## config.mk

```make
export PLATFORM = sky130hd
export DESIGN_NAME = acp_port
export DESIGN_NICKNAME = d
export VERILOG_FILES = /design/src/hw/acp_pkg.sv /design/src/hw/acp_port.sv
export VERILOG_INCLUDE_DIRS = /design/src /design/src/hw
export SDC_FILE = /design/constraint.sdc
export NUM_CORES = 1
export LEC_CHECK = 0
export ABC_CLOCK_PERIOD_IN_PS = 5500
export BUFFER_PORTS_ARGS = -buffer_cell sky130_fd_sc_hd__clkbuf_2
export CAP_MARGIN = 10
export CORE_UTILIZATION = 40
export CTS_CLUSTER_DIAMETER = 60
export DETAILED_ROUTE_END_ITERATION = 10
export HOLD_SLACK_MARGIN = 0.12
export REMOVE_ABC_BUFFERS = 1
export SLEW_MARGIN = 10
export SYNTH_ARGS = -nofsm -noshare
export SYNTH_HDL_FRONTEND = slang
export SYNTH_HIERARCHICAL = 1
export SYNTH_SLANG_ARGS = --single-unit
```

## constraint.sdc

```tcl
create_clock -name clock_in -period 5.5 [get_ports clock_in]
set_input_delay 0 -clock clock_in [delete_from_list [all_inputs] [get_ports clock_in]]
set_output_delay 0 -clock clock_in [all_outputs]
set_load 0.02 [all_outputs]
```

## src/hw/acp_consts.svh

```systemverilog
// Purpose: timing counts, edge numbers and field positions of the port
// Assumes: included by the port design file by bare name
// Notes: definitions only
`ifndef ACP_CONSTS_SVH
`define ACP_CONSTS_SVH
// ==========================================================================
// frame edges
`define ACP_FRAME_BITS 5'h10
`define ACP_LAST_FALL 5'h0F
`define ACP_TRACK_RISE 5'h0E
`define ACP_CTRL_RISE 5'h0F
`define ACP_RANGE_FALL 5'h0B
// ==========================================================================
// input word layout
`define ACP_SEL_CTRL 2'h0
`define ACP_SEL_RANGE 2'h1
`define ACP_PM_HI 4'h9
`define ACP_PM_LO 4'h8
`define ACP_CTRL_RST 12'h000
`define ACP_RANGE_RST 8'h00
// ==========================================================================
// power-up times
`define ACP_CLK_HZ 20000000
`define ACP_STBY_NS 750
`define ACP_SHDN_US 500
`define ACP_STBY_CYC ((`ACP_STBY_NS * (`ACP_CLK_HZ / 1000000) + 999) / 1000)
`define ACP_SHDN_CYC (`ACP_SHDN_US * (`ACP_CLK_HZ / 1000000))
`endif

```

## src/hw/acp_pkg.sv

```systemverilog
// Purpose: types shared by the serial conversion port
// Assumes: nothing
// Notes: power modes follow the two mode bits of the control word
package acp_pkg;
  typedef enum logic [1:0] {
    ACP_PM_NORMAL = 2'b00,
    ACP_PM_AUTO_STBY = 2'b01,
    ACP_PM_AUTO_SHDN = 2'b10,
    ACP_PM_FULL_SHDN = 2'b11
  } acp_pm_e;
  typedef logic [13:0] acp_result_t;
endpackage : acp_pkg

```

## src/hw/acp_port.sv

```systemverilog
// Purpose: serial conversion port of a two-channel 12-bit plus sign converter
// Assumes: all link input pins are asynchronous to clock_in and are synchronised
// Notes: results from the converter core queue in a FIFO ahead of the link
//
// Behaviour
// RL1 - chip select falling freezes the sample and drives the output line
// RL2 - a conversion takes sixteen serial clocks; host must supply all
// RL3 - sampling returns to track on the fourteenth rising clock edge
// RL4 - output line released on the sixteenth falling clock edge
// RL5 - early chip select rise aborts and releases output; late writes stay
// RL6 - each input bit is captured on a falling clock edge
// RL7 - first three input bits, msb first, select the addressed register
// RL8 - control register loads on the fifteenth rising clock edge
// RL9 - range register loads on the eleventh falling clock edge
// RL10 - output word: two zeros, channel, sign, twelve magnitude bits
// RL11 - channel bit names the input channel of the result
// RL12 - first zero at chip select fall, second at first falling edge
// RL13 - host drives chip select from its frame sync, one per word
// RL14 - host samples output on falling edges, msb first
// RL15 - host sends next control word in the frame it reads a result
// RL16 - host spaces conversion starts by whole clock periods
// RL17 - register written only when the leading write bit is set
// RL18 - mode bits: normal, auto standby, auto shutdown, full shutdown
// RL19 - auto modes power up on chip select rise; 750 ns or 500 us
// RL20 - host waits the idle gap before the next chip select fall
// RL21 - chip select high: output released, clock and input ignored

`include "acp_consts.svh"

// ==========================================================================
// result queue
module acp_fifo #(
  parameter int WIDTH = 14,
  parameter int DEPTH = 8
) (
  input wire logic clock_in, // system clock
  input wire logic rstn_in, // async reset, active low
  input wire logic in_valid_in, // write request
  input wire logic [WIDTH-1:0] in_data_in, // write word
  output logic in_ready_out, // space available, registered
  output logic out_valid_out, // word available
  output logic [WIDTH-1:0] out_data_out, // head word
  input wire logic out_ready_in // read request
);
  localparam int AW = $clog2(DEPTH);
  logic [WIDTH-1:0] mem [DEPTH];
  logic [AW-1:0] wr_ptr;
  logic [AW-1:0] rd_ptr;
  logic [AW:0] count;
  logic [AW:0] next_count;
  logic push;
  logic pop;

  assign push = in_valid_in && in_ready_out;
  assign pop = out_valid_out && out_ready_in;
  assign out_valid_out = (count != '0);
  assign out_data_out = mem[rd_ptr];

  always_comb begin
    next_count = count;
    if (push && !pop) begin
      next_count = count + 1'b1;
    end else if (pop && !push) begin
      next_count = count - 1'b1;
    end
  end

  always_ff @(posedge clock_in or negedge rstn_in) begin
    if (!rstn_in) begin
      count <= '0;
      in_ready_out <= 1'b0;
    end else begin
      count <= next_count;
      in_ready_out <= (next_count != (AW + 1)'(DEPTH));
    end
  end

  always_ff @(posedge clock_in or negedge rstn_in) begin
    if (!rstn_in) begin
      wr_ptr <= '0;
      rd_ptr <= '0;
    end else begin
      if (push) begin
        wr_ptr <= (wr_ptr == AW'(DEPTH - 1)) ? '0 : wr_ptr + 1'b1;
      end
      if (pop) begin
        rd_ptr <= (rd_ptr == AW'(DEPTH - 1)) ? '0 : rd_ptr + 1'b1;
      end
    end
  end

  always_ff @(posedge clock_in) begin
    if (push) begin
      mem[wr_ptr] <= in_data_in;
    end
  end
endmodule : acp_fifo

// ==========================================================================
// serial port
module acp_port #(
  parameter int SHDN_CYC = `ACP_SHDN_CYC,
  parameter int FIFO_DEPTH = 8
) (
  input wire logic clock_in, // system clock, 20 MHz
  input wire logic rstn_in, // async reset, active low
  input wire logic cs_n_in, // chip select pin, active low
  input wire logic sclk_in, // serial clock pin
  input wire logic din_in, // serial data in pin
  output logic dout_out, // serial data out
  output logic dout_oe_out, // serial data out enable
  input wire logic core_valid_in, // converter result valid
  input wire acp_pkg::acp_result_t core_data_in, // {chan, sign, mag}
  output logic core_ready_out, // result queue can accept
  output logic hold_out, // sample stage held, 1 = hold
  output logic [11:0] ctrl_out, // control register
  output logic [7:0] range_out, // range register
  output logic powered_up_out // converter fully powered
);
  import acp_pkg::*;

  localparam int STBY_CYC = `ACP_STBY_CYC;

  logic cs_s1, cs_s2, cs_s3;
  logic sclk_s1, sclk_s2, sclk_s3;
  logic din_s1, din_s2;
  logic cs_fall, cs_rise, sclk_fall, sclk_rise;
  logic active;
  logic [4:0] fall_cnt;
  logic [4:0] rise_cnt;
  logic [15:0] tx;
  logic [15:0] rx;
  logic q_valid;
  acp_result_t q_data;
  acp_result_t last_result;
  logic ctrl_hit, range_hit, rise15;
  acp_pm_e pm;
  acp_pm_e eff_pm;
  logic asleep;
  logic [13:0] wake_cnt;

  function automatic logic sel_hit(input logic wr, input logic [1:0] sel,
                                   input logic [1:0] target);
    sel_hit = wr && (sel == target);
  endfunction : sel_hit

  // ========================================================================
  // synchronisers and edge detection
  always_ff @(posedge clock_in or negedge rstn_in) begin
    if (!rstn_in) begin
      {cs_s1, cs_s2, cs_s3} <= 3'h7;
      {sclk_s1, sclk_s2, sclk_s3} <= 3'h7;
      {din_s1, din_s2} <= 2'h0;
    end else begin
      {cs_s1, cs_s2, cs_s3} <= {cs_n_in, cs_s1, cs_s2};
      {sclk_s1, sclk_s2, sclk_s3} <= {sclk_in, sclk_s1, sclk_s2};
      {din_s1, din_s2} <= {din_in, din_s1};
    end
  end

  assign cs_fall = !cs_s2 && cs_s3;
  assign cs_rise = cs_s2 && !cs_s3;
  // clock and data ignored outside a frame
  assign sclk_fall = active && !sclk_s2 && sclk_s3; // RL21
  assign sclk_rise = active && sclk_s2 && !sclk_s3; // RL21

  // ========================================================================
  // result queue
  acp_fifo #(.WIDTH(14), .DEPTH(FIFO_DEPTH)) u_fifo (
    .clock_in(clock_in),
    .rstn_in(rstn_in),
    .in_valid_in(core_valid_in),
    .in_data_in(core_data_in),
    .in_ready_out(core_ready_out),
    .out_valid_out(q_valid),
    .out_data_out(q_data),
    .out_ready_in(cs_fall)
  );

  always_ff @(posedge clock_in or negedge rstn_in) begin
    if (!rstn_in) begin
      last_result <= '0;
    end else if (cs_fall && q_valid) begin
      last_result <= q_data;
    end
  end

  // ========================================================================
  // frame counters
  always_ff @(posedge clock_in or negedge rstn_in) begin
    if (!rstn_in) begin
      active <= 1'b0;
      fall_cnt <= '0;
      rise_cnt <= '0;
    end else if (cs_fall) begin
      active <= 1'b1;
      fall_cnt <= '0;
      rise_cnt <= '0;
    end else if (cs_rise) begin
      active <= 1'b0; // RL5
    end else begin
      if (sclk_fall && fall_cnt != `ACP_FRAME_BITS) begin
        fall_cnt <= fall_cnt + 1'b1; // RL2
      end
      if (sclk_rise && rise_cnt != `ACP_FRAME_BITS) begin
        rise_cnt <= rise_cnt + 1'b1;
      end
    end
  end

  // ========================================================================
  // output shifter
  always_ff @(posedge clock_in or negedge rstn_in) begin
    if (!rstn_in) begin
      tx <= '0;
      dout_out <= 1'b0;
      dout_oe_out <= 1'b0;
    end else if (cs_fall) begin
      // zeros, channel, sign, magnitude; a stale result if queue is empty
      tx <= {2'h0, (q_valid ? q_data : last_result)}; // RL10 RL11
      dout_out <= 1'b0; // RL12
      dout_oe_out <= 1'b1; // RL1
    end else if (cs_rise) begin
      dout_oe_out <= 1'b0; // RL5 RL21
    end else if (sclk_fall) begin
      tx <= {tx[14:0], 1'b0};
      dout_out <= tx[14]; // RL12
      if (fall_cnt == `ACP_LAST_FALL) begin
        dout_oe_out <= 1'b0; // RL4
      end
    end
  end

  // ========================================================================
  // track and hold
  always_ff @(posedge clock_in or negedge rstn_in) begin
    if (!rstn_in) begin
      hold_out <= 1'b0;
    end else if (cs_fall) begin
      hold_out <= 1'b1; // RL1
    end else if (cs_rise) begin
      hold_out <= 1'b0; // RL5 RL19
    end else if (sclk_rise && rise_cnt == `ACP_TRACK_RISE - 5'h01) begin
      hold_out <= 1'b0; // RL3
    end
  end

  // ========================================================================
  // input shifter and register writes
  always_ff @(posedge clock_in or negedge rstn_in) begin
    if (!rstn_in) begin
      rx <= '0;
    end else if (cs_fall) begin
      rx <= '0;
    end else if (sclk_fall) begin
      rx <= {rx[14:0], din_s2}; // RL6
    end
  end

  // header: write bit then two select bits, msb first
  assign range_hit = sclk_fall && fall_cnt == `ACP_RANGE_FALL - 5'h01
                     && sel_hit(rx[9], rx[8:7], `ACP_SEL_RANGE); // RL7 RL17
  assign rise15 = sclk_rise && rise_cnt == `ACP_CTRL_RISE - 5'h01;
  assign ctrl_hit = rise15
                    && sel_hit(rx[14], rx[13:12], `ACP_SEL_CTRL); // RL7 RL17

  always_ff @(posedge clock_in or negedge rstn_in) begin
    if (!rstn_in) begin
      ctrl_out <= `ACP_CTRL_RST;
      range_out <= `ACP_RANGE_RST;
    end else begin
      if (ctrl_hit) begin
        ctrl_out <= rx[11:0]; // RL8
      end
      if (range_hit) begin
        range_out <= {rx[6:0], din_s2}; // RL9
      end
    end
  end

  // ========================================================================
  // power management
  assign pm = acp_pm_e'({ctrl_out[`ACP_PM_HI], ctrl_out[`ACP_PM_LO]});
  assign eff_pm = ctrl_hit ? acp_pm_e'({rx[`ACP_PM_HI], rx[`ACP_PM_LO]})
                           : pm; // RL18

  always_ff @(posedge clock_in or negedge rstn_in) begin
    if (!rstn_in) begin
      asleep <= 1'b0;
      wake_cnt <= '0;
    end else if (rise15) begin
      asleep <= (eff_pm != ACP_PM_NORMAL); // RL18
      if (asleep && eff_pm == ACP_PM_NORMAL) begin
        wake_cnt <= 14'(SHDN_CYC);
      end
    end else if (cs_rise && asleep && pm != ACP_PM_FULL_SHDN) begin
      asleep <= 1'b0;
      wake_cnt <= (pm == ACP_PM_AUTO_STBY) ? 14'(STBY_CYC)
                                           : 14'(SHDN_CYC); // RL19
    end else if (wake_cnt != '0) begin
      wake_cnt <= wake_cnt - 1'b1;
    end
  end

  always_ff @(posedge clock_in or negedge rstn_in) begin
    if (!rstn_in) begin
      powered_up_out <= 1'b0;
    end else begin
      powered_up_out <= !asleep && wake_cnt == '0; // RL19
    end
  end
endmodule : acp_port

```

After elaboration in Yosys (flattened, before gate mapping):

Memory sizes are Yosys's and may differ from the RTL's.
Cells that the tools add are included.

* $add $sub $neg: 7
* equality and inequality tests: 14
* mux-type cells: 38
* reductions and logical operators: 50

Operators by type and width (count)
* 14-bit 2-to-1 mux: 6
* 15-bit 2-to-1 mux: 5
* 5-bit 2-to-1 mux: 6
* 1-bit logical AND: 23
* 5-bit by 4-bit equality test with 1-bit output (second input constant): 4
* 1-bit 2-to-1 mux: 16
* 14-bit logical NOT: 1
* 14-bit nonzero test: 1
* 14-bit by 1-bit subtractor with 14-bit output (second input constant): 1
* 2-bit nonzero test: 6
* 3-bit nonzero test: 4
* 5-bit by 1-bit adder with 5-bit output (second input constant): 2
* 5-bit inequality test (second input constant): 2
* 2-bit AND reduction: 5
* 4-bit 2-to-1 mux: 2
* 1-bit logical NOT: 7
* 3-bit by 1-bit adder with 3-bit output (second input constant): 2
* 3-bit equality test (second input constant): 2
* 3-bit 2-to-1 mux: 2
* 4-bit by 1-bit adder with 4-bit output (second input constant): 1
* 2-bit by 1-bit equality test with 1-bit output (second input constant): 2
* 2-bit logical NOT: 2
* 2-bit by 1-bit inequality test with 1-bit output (second input constant): 2
* 4-bit inequality test (second input constant): 1
* 4 further kinds: 4

* flip-flop bits (word level): 113
* memory bits (writable): 112
* memories: 1

Memories
* u_fifo.mem: depth 8, bits a word 14, rd ports 1, clocked after Yosys merged registers in 0, wr ports 1, RTL line acp_port.sv:46 `logic [WIDTH-1:0] mem [DEPTH];`

Logic depth before layout (Yosys ltp):

* depth after elaboration: 9
* mapped depth: 10

Cells and area by module:

Netlist, hierarchy kept.

By module, submodules not included
* acp_fifo: times used 1, cells each 238, area an instance 4918.5 sq um
* acp_port: times used 1, cells each 449, area an instance 4735.8 sq um

Least setup slack after synthesis:

Ideal clock, no wire load.

* kind: register -> register
* start: register u_fifo.in_ready_out
* end: memory u_fifo.mem[0][0], enable pin
* data arrival time: 2166 ps
* slack: 2912 ps
* cell stages (with the launch flop): 4
* cells stage by stage: dfrtp_1 > nand2_1 > buf_4 > nor4_1

* word-level cells in the longest chain between the ends: 3

RTL lines
* start, declared: RTL line acp_port.sv:40 `output logic in_ready_out,`
* start signal, assigned: RTL line acp_port.sv:74 `in_ready_out <= (next_count != (AW + 1)'(DEPTH));`
* 1-bit logical AND: RTL line acp_port.sv:54 `assign push = in_valid_in && in_ready_out;`
* 1-bit 2-to-1 mux: RTL line acp_port.sv:93 `if (push) begin`
* 1-bit 2-to-1 mux (not written as such): RTL line acp_port.sv:94 `mem[wr_ptr] <= in_data_in;`
* end, declared: RTL line acp_port.sv:46

No other way between the ends.

Final worst setup path:

* start: register cs_s2
* end: register fall_cnt[1]

* word-level cells in the longest chain between the ends: 4
* elaborated cells on any way between the ends: 7

RTL lines
* start, declared: RTL line acp_port.sv:124 `logic cs_s1, cs_s2, cs_s3;`
* start signal, assigned: RTL line acp_port.sv:155 `{cs_s1, cs_s2, cs_s3} <= {cs_n_in, cs_s1, cs_s2};`
* 1-bit logical NOT (*): RTL line acp_port.sv:161 `assign cs_fall = !cs_s2 && cs_s3;`
* 1-bit logical AND (*): RTL line acp_port.sv:161
* named net cs_fall: RTL line acp_port.sv:127 `logic cs_fall, cs_rise, sclk_fall, sclk_rise;`
* 2-bit by 1-bit inequality test with 1-bit output (no source line) or 2-bit nonzero test (tied branches)
* 2-bit AND reduction (no source line)
* end signal, assigned: RTL line acp_port.sv:203 `fall_cnt <= fall_cnt + 1'b1;`
* end, declared: RTL line acp_port.sv:129 `logic [4:0] fall_cnt;`

Mark *: on every way through the listed nets, which the timed path passes. The rest lies on a longest branch.
A chain may end at the register's enable or synchronous reset.

==> metrics.yaml <==
fmax_mhz: 303
first_iter_violations: 326
nets: 787
ant_nets: 0
route.detailed.drc: 0
grt_max_degree: 83
pwr_density_cell_nw_per_um2: 461
cp_cell_sequence: "inv_1 -> ha_1 -> buf_4 -> inv_1 -> a21o_1 -> a41oi_1 -> nand3_1 -> o21ai_0"
p_leak_nw: 4.48
clockBufferDepth: 3
hold_viol: 0
die_w_um: 157
critical-path-top-delay-family: "compound AO/OA/AOI/OAI gates"
rsz0062_at_grt: "no"
hold_path_class: "primary input to flip-flop"
grt-ovfl-total: 0
slowest_stage: "inv_1"
fill_cells: 2091
seq_area_frac_synth_pct: 64.2
worstMarginPinSlew_ns: 1.09
ys.flop_type: "edfxtp_1"
cts_hold_buf: 22
numCtsBuffers: 24
ir_worst_vdd_v: 0.000276
setup_viol: 0
final.min_clock_period_ns: 3.30
wl_per_cell_um: 16.8
final_common_cell: "edfxtp_1"
place.gp.congestion: 0.742
post_synth.cell_area_avg_um2: 14.1
startpoint_type: "flip-flop"
endpoint_kind: "flip-flop"
hold_slack_ns: 0.135
clock-sinks: 225
grt_usage_pct: 15.3
start_util_pct: 41.0
io_buffers: 44
antennaDiodeCount: 0
worstPathRequired_ns: 5.87
cp_common_cell: "inv_1"
final_cell_mix: "edfxtp_1, dfrtp_1, nand2_1"
synth_edf_count: 112
ios: 45
fin_worst_skew_ns: 0.0155
async_flop_share_pct: 50.2
fin_setup_tns_ns: 0
cp_max_fo: 38
core_area_um2: 23500
fp-row-count: 56
grt_pass1_vias: 5836
cts_root_buf: "clkbuf_16"
drive_gt1_share_pct: 25.2
area_growth_syn_to_layout_pct: 15.8
cts_resized: 0
synth_warnings: 6
netlist_area_um2: 9650
die_h_um: 157
slew_headroom_pct: 26.8
hpwlAfterDp_um: 11200
insertion_delay_ns: 0.52
critPathKind: "flip-flop to flip-flop"
drt-pass1-iter-count: 5
viasPerCell: 5.28
route.vias.total: 5734
worstPathArrival_ns: 3.67
ys_ff_latch: 225
wl_um: 18200
clk_pin_slew_ns: 0.06
htreeDepth: 1
grt_pass1_wl_um: 29800
tritoncts: "yes"
postSynthCellCount: 687
synth.distinct_cells: 66
postCtsSetupRepairBufs: 0
dieArea_um2: 24800
slowest_delay_ns: 0.79
crit_buf_inv: 3
antenna_found_initial: 0
post-route-period-util_pct: 60.0
status: "finished, final reports clean"
drv_cap: 0
final-max-slew-violation-count: 0
==> cell usage after synthesis (7+ instances only) <==
| cell type | n | area, um2 |
|---|---|---|
| nand2_1 | 81 | 304 |
| dfrtp_1 | 107 | 2680 |
| ha_1 | 18 | 225 |
| mux4_2 | 28 | 631 |
| a31oi_1 | 13 | 81.3 |
| clkbuf_1 | 20 | 75.1 |
| nand3_1 | 7 | 35.0 |
| a21oi_1 | 41 | 205 |
| inv_1 | 20 | 75.1 |
| mux2i_1 | 15 | 150 |
| nor3_1 | 14 | 70.1 |
| mux2_2 | 54 | 608 |
| o21ai_0 | 34 | 170 |
| edfxtp_1 | 112 | 3360 |
| nor2_1 | 26 | 97.6 |
==> report_power, final <==
group	internal (mW)	switching [mW]	total, mW	leakage [nW]
clock network	0.886	0.632	1.52	0.370
logic	0.633	0.579	1.21	1.65
registers	2.11	0.320	2.43	2.45
==> cell type report <==
cell class / count / area, um2 / share of cell area, %
clock buffers: 35 / 662 / 5.92
clock inverters: 9 / 85.1 / 0.761
inverters: 20 / 75.1 / 0.671
multi-input cells: 407 / 3270 / 29.2
flip-flops and latches: 225 / 6200 / 55.5
well taps: 319 / 399 / 3.57
repair buffers: 71 / 490 / 4.39
==> cell families (layout without fill, tap and decap cells) <==
group                    Yosys count  after routing  synth area share (%)
XOR/XNOR                           2              2                 0.181
buffers and inverters             55            135                  2.48
adder cells (fa/ha/maj)           18             18                  2.33
AND/OR/NAND/NOR                  165            165                  8.51
flip-flops                       225            225                  64.2
multiplexers                      97             97                  14.4
AO/OA/AOI/OAI                    125            125                  7.91
==> state kept, by name, indices dropped and copies added (netlist names), 3 cells and up <==
signal,cells
u_fifo/rd_ptr,3
wake_cnt,14
u_fifo/wr_ptr,3
rx,15
tx,15
u_fifo/count,4
range_out,8
ctrl_out,12
fall_cnt,5
rise_cnt,5
last_result,14
u_fifo/mem,112
==> through the flow <==
step	utilization, %	setup slack, ns	total power [mW]	instances	instance area (um2)
after detailed placement	43.3	2.23	3.67	1020	10200
after global placement	43.3	2.37	3.60	1020	10200
final	47.5	2.20	5.16	1086	11200
after CTS	47.5	2.19	5.22	1086	11200
after global routing	47.5	1.91	5.45	1086	11200
after floorplan	-	2.53	3.27	652	9490
==> worst paths after layout <==
| kind | cells past startpoint | slack [ns] | endpoint | from |
|---|---|---|---|---|
| worst min register to register | 0 | 0.35 | din_s2 | din_s1 |
| worst max-delay path | 8 | 2.20 | fall_cnt[1] | cs_s2 |
| worst min-delay path | 2 | 0.14 | sclk_s1 | sclk_in |
| min in group asynchronous | 3 | 0.58 | cs_s1 | rstn_in |
| max in group asynchronous | 4 | 3.87 | tx[8] | rstn_in |
| worst max register to register | 8 | 2.20 | fall_cnt[1] | cs_s2 |
==> layer usage <==
| layer | vias up | GRT usage, % | wire (um) |
|---|---|---|---|
| li1 | 2712 | - | - |
| met1 | 2856 | 19.8 | 8270 |
| met2 | 129 | 26.2 | 8750 |
| met3 | 37 | 2.45 | 753 |
| met4 | 0 | 4.99 | 430 |
| met5 | - | 0 | 0 |
Power figures use the tool's default switching activity.
